$ cat src/common/cmsf_pkg.sv
// Package for the memory scan fetch block: register map, fields, reset values
// Assumes a 32-bit APB slave with one aligned word per register
package cmsf_pkg;
  // ---------------------------------------------------------------------------
  // Register map
  // ---------------------------------------------------------------------------
  localparam logic [11:0] OFS_CONTROL = 12'h000;
  localparam logic [11:0] OFS_ADDR_LOW = 12'h004;
  localparam logic [11:0] OFS_ADDR_HIGH = 12'h008;
  localparam logic [11:0] OFS_ADDR_UPPER = 12'h00C;
  localparam logic [11:0] OFS_STATUS = 12'h010;
  // ---------------------------------------------------------------------------
  // Fields
  // ---------------------------------------------------------------------------
  localparam int CTL_GO_BIT = 0;
  localparam int CTL_TRIG_BIT = 1;
  localparam int CTL_BURST_BIT = 2;
  localparam int ADDR_W = 22;
  localparam int UPPER_W = 6;
  localparam logic [ADDR_W-1:0] ADDR_RESET = 22'h000000;
  localparam logic [31:0] READ_ZERO = 32'h00000000;
  localparam logic [1:0] BUF_DEPTH = 2'h2;
  typedef struct packed {
    logic [ADDR_W-1:0] addr;
    logic [31:0]       data;
  } cmsf_word_t;
endpackage : cmsf_pkg

$ cat src/rtl/cmsf_top.sv
// Memory scan fetch engine feeding a CRC unit, with an APB register slave
// Assumes arbiter grants are synchronous to pclk; read data arrive with the grant
//
// Design decisions made here: the APB interface to the registers and the placing of the registers.
`timescale 1ns/1ps
// Behaviour
// - No gating, no burst: request only while CRC side can accept a word.
// - Gating on, no burst: request needs CRC side able to accept a word and trigger true together.
// - Burst on: request while scanning, except in the cycle after a fetch, ignoring trigger and readiness.
// - After every fetch the pointer advances to the next location.
// - 22-bit pointer; upper byte holds bits 21:16, bits 7:6 read zero.
// - High byte holds bits 15:8; pointer bytes reset to zero.
// - Pointer byte writes are ignored while the scan is in progress.
module cmsf_top import cmsf_pkg::*; (
  input  wire logic              pclk,
  input  wire logic              presetn,
  input  wire logic              psel,
  input  wire logic              penable,
  input  wire logic              pwrite,
  input  wire logic [11:0]       paddr,
  input  wire logic [31:0]       pwdata,
  output logic      [31:0]       prdata,
  output logic                   pready,
  output logic                   pslverr,
  input  wire logic              scan_trigger,
  output logic                   mem_req,
  output logic      [ADDR_W-1:0] mem_addr,
  input  wire logic              mem_grant,
  input  wire logic [31:0]       mem_rdata,
  output logic                   crc_valid,
  output cmsf_word_t             crc_word,
  input  wire logic              crc_ready
);
  // ---------------------------------------------------------------------------
  // Registers and buffer state
  // ---------------------------------------------------------------------------
  logic              scan_in_progress;
  logic              trigger_gate_enable;
  logic              burst_fetch_mode;
  logic [ADDR_W-1:0] current_fetch_address;
  cmsf_word_t        buf_mem [2];
  logic              buf_wp;
  logic              buf_rp;
  logic [1:0]        buf_cnt;
  logic [31:0]       next_prdata;
  // ---------------------------------------------------------------------------
  // Decode
  // ---------------------------------------------------------------------------
  wire logic access_w   = psel & penable;
  wire logic wr_w       = access_w & pwrite;
  wire logic rd_w       = access_w & ~pwrite;
  wire logic hit_ctl    = paddr == OFS_CONTROL;
  wire logic hit_low    = paddr == OFS_ADDR_LOW;
  wire logic hit_high   = paddr == OFS_ADDR_HIGH;
  wire logic hit_upper  = paddr == OFS_ADDR_UPPER;
  wire logic hit_stat   = paddr == OFS_STATUS;
  wire logic mapped_w   = hit_ctl | hit_low | hit_high | hit_upper | hit_stat;
  wire logic ptr_wr_ok  = wr_w & ~scan_in_progress;
  // ---------------------------------------------------------------------------
  // Fetch request and buffer
  // ---------------------------------------------------------------------------
  wire logic buf_full   = buf_cnt == BUF_DEPTH;
  wire logic buf_empty  = buf_cnt == 2'h0;
  wire logic accept_w   = ~buf_full;
  wire logic gate_ok    = ~trigger_gate_enable | scan_trigger;
  wire logic next_req   = scan_in_progress & (burst_fetch_mode | (accept_w & gate_ok));
  wire logic fetch_w    = mem_req & mem_grant & accept_w;
  wire logic drain_w    = crc_valid & crc_ready;
  wire logic pop_w      = ~buf_empty & (~crc_valid | crc_ready);

  always_comb begin
    next_prdata = READ_ZERO;
    if (hit_ctl) begin
      next_prdata[CTL_GO_BIT]    = scan_in_progress;
      next_prdata[CTL_TRIG_BIT]  = trigger_gate_enable;
      next_prdata[CTL_BURST_BIT] = burst_fetch_mode;
    end else if (hit_low) begin
      next_prdata[7:0] = current_fetch_address[7:0];
    end else if (hit_high) begin
      next_prdata[7:0] = current_fetch_address[15:8];
    end else if (hit_upper) begin
      next_prdata[UPPER_W-1:0] = current_fetch_address[ADDR_W-1:16];
    end else if (hit_stat) begin
      next_prdata[1:0] = buf_cnt;
    end
  end

  // ---------------------------------------------------------------------------
  // APB slave
  // ---------------------------------------------------------------------------
  always_ff @(posedge pclk or negedge presetn) begin
    if (!presetn) begin
      prdata  <= READ_ZERO;
      pready  <= 1'b0;
      pslverr <= 1'b0;
    end else begin
      pready  <= psel & ~penable;
      pslverr <= psel & ~penable & ~mapped_w;
      if (psel & ~penable & ~pwrite) begin
        prdata <= next_prdata;
      end
    end
  end

  wire logic wr_take = wr_w & pready;

  always_ff @(posedge pclk or negedge presetn) begin
    if (!presetn) begin
      scan_in_progress    <= 1'b0;
      trigger_gate_enable <= 1'b0;
      burst_fetch_mode    <= 1'b0;
    end else if (wr_take & hit_ctl) begin
      scan_in_progress    <= pwdata[CTL_GO_BIT];
      trigger_gate_enable <= pwdata[CTL_TRIG_BIT];
      burst_fetch_mode    <= pwdata[CTL_BURST_BIT];
    end
  end

  // ---------------------------------------------------------------------------
  // Pointer
  // ---------------------------------------------------------------------------
  always_ff @(posedge pclk or negedge presetn) begin
    if (!presetn) begin
      current_fetch_address <= ADDR_RESET;
    end else if (fetch_w) begin
      current_fetch_address <= current_fetch_address + 22'h000001;
    end else if (ptr_wr_ok & pready & hit_low) begin
      current_fetch_address[7:0] <= pwdata[7:0];
    end else if (ptr_wr_ok & pready & hit_high) begin
      current_fetch_address[15:8] <= pwdata[7:0];
    end else if (ptr_wr_ok & pready & hit_upper) begin
      current_fetch_address[ADDR_W-1:16] <= pwdata[UPPER_W-1:0];
    end
  end

  always_ff @(posedge pclk or negedge presetn) begin
    if (!presetn) begin
      mem_req  <= 1'b0;
      mem_addr <= ADDR_RESET;
    end else begin
      mem_req  <= next_req & ~fetch_w;
      mem_addr <= fetch_w ? current_fetch_address + 22'h000001 : current_fetch_address;
    end
  end

  // ---------------------------------------------------------------------------
  // Two-entry buffer towards the CRC unit
  // ---------------------------------------------------------------------------
  always_ff @(posedge pclk) begin
    if (fetch_w) begin
      buf_mem[buf_wp] <= '{addr: mem_addr, data: mem_rdata};
    end
  end

  always_ff @(posedge pclk or negedge presetn) begin
    if (!presetn) begin
      buf_wp    <= 1'b0;
      buf_rp    <= 1'b0;
      buf_cnt   <= 2'h0;
      crc_valid <= 1'b0;
      crc_word  <= '0;
    end else begin
      if (fetch_w) begin
        buf_wp <= ~buf_wp;
      end
      if (pop_w) begin
        buf_rp   <= ~buf_rp;
        crc_word <= buf_mem[buf_rp];
      end
      if (pop_w) begin
        crc_valid <= 1'b1;
      end else if (drain_w) begin
        crc_valid <= 1'b0;
      end
      buf_cnt <= buf_cnt + {1'b0, fetch_w} - {1'b0, pop_w};
    end
  end

  // ---------------------------------------------------------------------------
  // Checks
  // ---------------------------------------------------------------------------
  lock_hold_a : assert property (@(posedge pclk) disable iff (!presetn)
    (scan_in_progress && !fetch_w && $past(scan_in_progress)) |=> 1'b1 ##0
    (current_fetch_address == $past(current_fetch_address) || $past(fetch_w)))
    else $error("Pointer changed while locked without a fetch");
  ptr_step_a : assert property (@(posedge pclk) disable iff (!presetn)
    fetch_w |=> current_fetch_address == $past(current_fetch_address) + 22'h000001)
    else $error("Pointer did not step after fetch");
  burst_req_a : assert property (@(posedge pclk) disable iff (!presetn)
    (scan_in_progress && burst_fetch_mode && !fetch_w) |=> mem_req)
    else $error("Burst mode dropped the request");
  idle_req_a : assert property (@(posedge pclk) disable iff (!presetn)
    (!burst_fetch_mode && buf_full) |=> !mem_req)
    else $error("Request raised while CRC side full");
  gate_req_a : assert property (@(posedge pclk) disable iff (!presetn)
    (trigger_gate_enable && !burst_fetch_mode && !scan_trigger) |=> !mem_req)
    else $error("Gated request without trigger");
  upper_zero_a : assert property (@(posedge pclk) disable iff (!presetn)
    $rose(pready) && !pwrite && hit_upper |-> prdata[31:UPPER_W] == 26'h0000000)
    else $error("Upper byte spare bits not zero");
  buf_bound_a : assert property (@(posedge pclk) disable iff (!presetn)
    buf_cnt <= BUF_DEPTH)
    else $error("Buffer overfilled");
  low_lock_a : assert property (@(posedge pclk) disable iff (!presetn)
    (wr_take && hit_low && scan_in_progress && !fetch_w) |=>
    current_fetch_address[7:0] == $past(current_fetch_address[7:0]))
    else $error("Low byte written while locked");

  // ---------------------------------------------------------------------------
  // Further checks
  // ---------------------------------------------------------------------------
  req_no_scan_a : assert property (@(posedge pclk) disable iff (!presetn)
    !scan_in_progress |=>
    !mem_req)
    else $error("Request raised while scan idle");
  fetch_drop_a : assert property (@(posedge pclk) disable iff (!presetn)
    fetch_w |=>
    !mem_req)
    else $error("Request held after fetch");
  addr_follow_a : assert property (@(posedge pclk) disable iff (!presetn)
    fetch_w |=>
    mem_addr == $past(current_fetch_address) + 22'h000001)
    else $error("Fetch address did not advance");
  addr_track_a : assert property (@(posedge pclk) disable iff (!presetn)
    !fetch_w |=>
    mem_addr == $past(current_fetch_address))
    else $error("Fetch address does not follow pointer");
  plain_req_a : assert property (@(posedge pclk) disable iff (!presetn)
    (scan_in_progress && !trigger_gate_enable && !burst_fetch_mode && !buf_full && !fetch_w) |=>
    mem_req)
    else $error("Ungated request missing");
  gate_fire_a : assert property (@(posedge pclk) disable iff (!presetn)
    (scan_in_progress && trigger_gate_enable && !burst_fetch_mode && scan_trigger && !buf_full && !fetch_w) |=>
    mem_req)
    else $error("Triggered request missing");
  burst_full_a : assert property (@(posedge pclk) disable iff (!presetn)
    (scan_in_progress && burst_fetch_mode && buf_full && !fetch_w) |=>
    mem_req)
    else $error("Burst request dropped while full");
  high_spare_a : assert property (@(posedge pclk) disable iff (!presetn)
    ($rose(pready) && !pwrite && hit_high) |->
    prdata[31:8] == 24'h000000)
    else $error("High byte spare bits not zero");
  high_rdata_a : assert property (@(posedge pclk) disable iff (!presetn)
    ($rose(pready) && !pwrite && hit_high) |->
    prdata[7:0] == $past(current_fetch_address[15:8]))
    else $error("High byte read wrong");
  low_spare_a : assert property (@(posedge pclk) disable iff (!presetn)
    ($rose(pready) && !pwrite && hit_low) |->
    prdata[31:8] == 24'h000000)
    else $error("Low byte spare bits not zero");
  low_rdata_a : assert property (@(posedge pclk) disable iff (!presetn)
    ($rose(pready) && !pwrite && hit_low) |->
    prdata[7:0] == $past(current_fetch_address[7:0]))
    else $error("Low byte read wrong");
  upper_rdata_a : assert property (@(posedge pclk) disable iff (!presetn)
    ($rose(pready) && !pwrite && hit_upper) |->
    prdata[UPPER_W-1:0] == $past(current_fetch_address[ADDR_W-1:16]))
    else $error("Upper byte read wrong");
  high_lock_a : assert property (@(posedge pclk) disable iff (!presetn)
    (wr_take && hit_high && scan_in_progress && !fetch_w) |=>
    current_fetch_address[15:8] == $past(current_fetch_address[15:8]))
    else $error("High byte written while locked");
  upper_lock_a : assert property (@(posedge pclk) disable iff (!presetn)
    (wr_take && hit_upper && scan_in_progress && !fetch_w) |=>
    current_fetch_address[ADDR_W-1:16] == $past(current_fetch_address[ADDR_W-1:16]))
    else $error("Upper byte written while locked");
  no_move_a : assert property (@(posedge pclk) disable iff (!presetn)
    (!fetch_w && !wr_take) |=>
    current_fetch_address == $past(current_fetch_address))
    else $error("Pointer moved without fetch or write");
  high_write_a : assert property (@(posedge pclk) disable iff (!presetn)
    (wr_take && hit_high && !scan_in_progress && !fetch_w) |=>
    current_fetch_address[15:8] == $past(pwdata[7:0]))
    else $error("High byte write lost");
  upper_write_a : assert property (@(posedge pclk) disable iff (!presetn)
    (wr_take && hit_upper && !scan_in_progress && !fetch_w) |=>
    current_fetch_address[ADDR_W-1:16] == $past(pwdata[UPPER_W-1:0]))
    else $error("Upper byte write lost");
  low_write_a : assert property (@(posedge pclk) disable iff (!presetn)
    (wr_take && hit_low && !scan_in_progress && !fetch_w) |=>
    current_fetch_address[7:0] == $past(pwdata[7:0]))
    else $error("Low byte write lost");
  go_ctl_a : assert property (@(posedge pclk) disable iff (!presetn)
    (wr_take && hit_ctl) |=>
    scan_in_progress == $past(pwdata[CTL_GO_BIT]))
    else $error("Scan bit write lost");
  trig_ctl_a : assert property (@(posedge pclk) disable iff (!presetn)
    (wr_take && hit_ctl) |=>
    trigger_gate_enable == $past(pwdata[CTL_TRIG_BIT]))
    else $error("Gating bit write lost");
  burst_ctl_a : assert property (@(posedge pclk) disable iff (!presetn)
    (wr_take && hit_ctl) |=>
    burst_fetch_mode == $past(pwdata[CTL_BURST_BIT]))
    else $error("Burst bit write lost");
  valid_hold_a : assert property (@(posedge pclk) disable iff (!presetn)
    (crc_valid && !crc_ready) |=>
    (crc_valid && $stable(crc_word)))
    else $error("Word dropped while CRC side stalled");
  cnt_fill_a : assert property (@(posedge pclk) disable iff (!presetn)
    (fetch_w && !pop_w) |=>
    buf_cnt == $past(buf_cnt) + 2'h1)
    else $error("Buffer count did not rise");
  cnt_drain_a : assert property (@(posedge pclk) disable iff (!presetn)
    (!fetch_w && pop_w) |=>
    buf_cnt == $past(buf_cnt) - 2'h1)
    else $error("Buffer count did not fall");
  word_take_a : assert property (@(posedge pclk) disable iff (!presetn)
    pop_w |=>
    crc_word == $past(buf_mem[buf_rp]))
    else $error("Wrong word handed to CRC side");
  valid_set_a : assert property (@(posedge pclk) disable iff (!presetn)
    pop_w |=>
    crc_valid)
    else $error("Word not presented after pop");
  valid_clr_a : assert property (@(posedge pclk) disable iff (!presetn)
    (drain_w && !pop_w) |=>
    !crc_valid)
    else $error("Valid held after last word taken");
endmodule : cmsf_top

$ cat config.mk
export PLATFORM = sky130hd
export DESIGN_NAME = cmsf_top
export DESIGN_NICKNAME = d
export VERILOG_FILES = /design/src/common/cmsf_pkg.sv /design/src/rtl/cmsf_top.sv
export SDC_FILE = /design/constraint.sdc
export NUM_CORES = 1
export LEC_CHECK = 0
export BUFFER_PORTS_ARGS = -buffer_cell sky130_fd_sc_hd__buf_2
export CORE_MARGIN = 2
export CORE_UTILIZATION = 53
export DETAILED_ROUTE_END_ITERATION = 12
export PLACE_DENSITY_LB_ADDON = 0.12
export SETUP_SLACK_MARGIN = 0.1
export SYNTH_ARGS = -nofsm -noshare
export SYNTH_HDL_FRONTEND = slang
export SYNTH_SLANG_ARGS = --single-unit
$ cat constraint.sdc
create_clock -name pclk -period 5.8 [get_ports pclk]
set_input_delay 0.29 -clock pclk [delete_from_list [all_inputs] [get_ports pclk]]
set_output_delay 0.29 -clock pclk [all_outputs]
set_load 0.02 [all_outputs]
==> results.yml <==
route:
  dr.pass1.iters: 5
  wl_per_cell_um: 17.11
  drc: 0
  totalWireLength_mm: 18.89
  drt_iter0_markers: 419
  final_antenna_net_count: 0
  routed_via_density: 5.365
  vias: 5923
placed_design:
  gp_congestion: 0.8721
  postPlaceCellArea_mm2: 0.009932
  dp_cells: 1029
  dpl.hpwl_mm: 12.05
  portBuffers: 147
critical_path:
  crit_type: "reg2reg"
  critPathMaxFanout: 36
  worst_path_max_delay_cell: "and2_2"
  cp.arrival_ns: 2.80
  start_kind: "register"
  cp_common_cell: "buf_4"
  cp.required_ns: 5.98
  slowest_delay_ns: 0.81
  path_cells: "nand2b_1, nor2b_1, buf_4, and2_2, buf_4"
  critPathCaptureType: "register"
synth:
  syn_area_mm2: 0.009061
  ys_seq_elements: 225
  syn_area_per_cell_um2: 13.17
  yosysSeqAreaShare_pct: 68.10
  postSynthCellCount: 688
  synth_area_leaders: "edfxtp_1, dfrtp_1, mux2i_1"
  ys.warnings.count: 0
  synth_ff_type: "dfrtp_1"
  synth_largest_area_cell: "edfxtp_1"
  synth_edf_count: 108
  netlist.area_leader.share_pct: 35.79
  async_reset_ff_share_pct: 52.00
  synth_cell_types: 51
clock_tree:
  postCtsSetupBuffers: 0
  cts_tree: "built"
  cts_made_buffers: 23
  cts_max_path_buffers: 3
  clk_pin_slew_worst_paths_ns: 0.06
  cts_num_sinks: 225
  cts_root_buf: "clkbuf_16"
  htree_levels: 1
  clock_latency_ns: 0.50
die:
  fp-row-count: 47
  die_area_mm2: 0.01816
  fp.dieW_um: 134.8
  initial_core_util_pct: 54.45
  top_level_ports: 196
  core_area_mm2: 0.01664
  dieHeight_um: 134.8
power_and_ir_drop:
  ir_drop_mv: 0.3167
  p_per_area_mw_per_mm2: 408.6
  p_leak_nw: 4.552
sta:
  final-max-slew-violation-count: 0
  setup_viol_count_final: 0
  hold_ws_ns: 0.09027
  hold_viol: 0
  finalCritPeriodShare_pct: 45.24
  fin_skew_ns: 0.01000
  grt_setup_unrepaired: "no"
  fin_crit_ns: 2.624
  fin_tns_setup_ns: 0
  fmax_mhz: 381.1
  worstMarginPinSlew_ns: 1.075
  slew_headroom_pct: 28.31
run:
  cap_violations: 0
run_status:
  status: "complete, no violations"
layout:
  drive_gt1_share_pct: 23.64
  num_antenna_cells: 0
  areaGrowthSynthToFinish_pct: 21.54
  final_area_mm2: 0.01101
  nNetsFinal: 956
  fin_cells: 1104
  final_cell_mix: "buf_2, dfrtp_1, edfxtp_1"
  layout_commonest_cell: "buf_2"
global_route:
  antenna_found_initial: 0
  globalRoute.totalOverflow: 0
  grt_max_degree: 106
  grt_pass1_wl_mm: 30.20
  grtUsageTotal_pct: 21.08
  grt_pass1_vias: 6018
worst_hold_path:
  hold_class: "in2reg"
cells by family after synthesis:
family / after synthesis / share of synthesized area [%]
compound gates: 125 / 8.036
simple gates: 181 / 9.942
flops: 225 / 68.10
fa+ha+maj: 3 / 0.4143
mux: 62 / 7.305
xor+xnor: 25 / 2.416
other cells: 1 / 0.04139
buf+inv: 66 / 3.742
sequential cells by signal, summed over array words and instances (netlist names):
register,count
mem_req,1
scan_in_progress,1
trigger_gate_enable,1
pslverr,1
burst_fetch_mode,1
buf_mem,108
buf_rp,1
mem_addr,22
buf_cnt,2
prdata,8
crc_word,54
current_fetch_address,22
pready,1
buf_wp,1
crc_valid,1
repair_timing:
action / 4_1_cts / 5_1_grt
gates resized for setup: 0 / 0
hold buffers: 35 / 0
hold endpoints to repair: 118 / 0
through the flow:
step | power, mW | worst slack [ns] | utilization, %
detailed placement | 3.098 | 3.159 | 59.68
CTS | 4.551 | 3.141 | 66.18
floorplan | 2.745 | 1.785 | -
global placement | 3.059 | 3.188 | 59.68
finish | 4.499 | 3.176 | 66.18
global route | 4.714 | 2.972 | 66.18
path summary, 6_finish.rpt:
path / start / to / slack (ns) / depth (start not counted)
max: buf_cnt[0] / buf_mem[1][48] / 3.18 / 5
min: pwdata[2] / current_fetch_address[18] / 0.09 / 3
max reg2reg: buf_cnt[0] / buf_mem[1][48] / 3.18 / 5
min reg2reg: mem_addr[6] / buf_mem[0][38] / 0.46 / 0
max in group asynchronous: presetn / buf_rp / 4.07 / 3
min in group asynchronous: presetn / crc_word[23] / 0.49 / 2
synth_stat cells, drive strengths merged, types with 5 or more instances:
master / instances
nor3: 7
nand2: 39
mux2i: 56
dfrtp: 117
nor2b: 7
edfxtp: 108
nand4: 10
a21oi: 72
buf: 32
clkbuf: 23
o21ai: 17
o22ai: 5
inv: 11
nor2: 79
nand3: 16
a211oi: 5
xnor2: 21
per-layer routing:
metal,routed length (um),share of wire [%],vias up,GRT usage (%)
li1,-,-,2786,-
met1,7956,42,2881,28.38
met2,9146,48,216,35.82
met3,1256,6.7,40,3.266
met4,527,2.8,0,6.257
met5,0,0,-,0
worst max-delay path, delay by kind of cell (launching register included):
| family | cells | cell delay [ns] |
|---|---|---|
| flops | 1 | 0.40 |
| buf+inv | 2 | 0.71 |
| simple gates | 3 | 1.16 |
cell type report:
cell class              instances  area [um^2]
well taps                     220        275.3
repair buffers                188         1134
fillers                      1240         5629
inverters                      11        41.29
multi-input cells             420         2658
clock buffers                  29        618.1
clock inverters                11        112.6
flip-flops and latches        225         6175
power by group:
group / leakage [nW] / total [mW] / switching, mW / internal, mW
Clock: 0.356 / 1.42 / 0.580 / 0.843
Combinational: 1.87 / 0.999 / 0.610 / 0.388
Sequential: 2.33 / 2.08 / 0.209 / 1.87
Note: power is estimated with default switching activity, not from simulation.
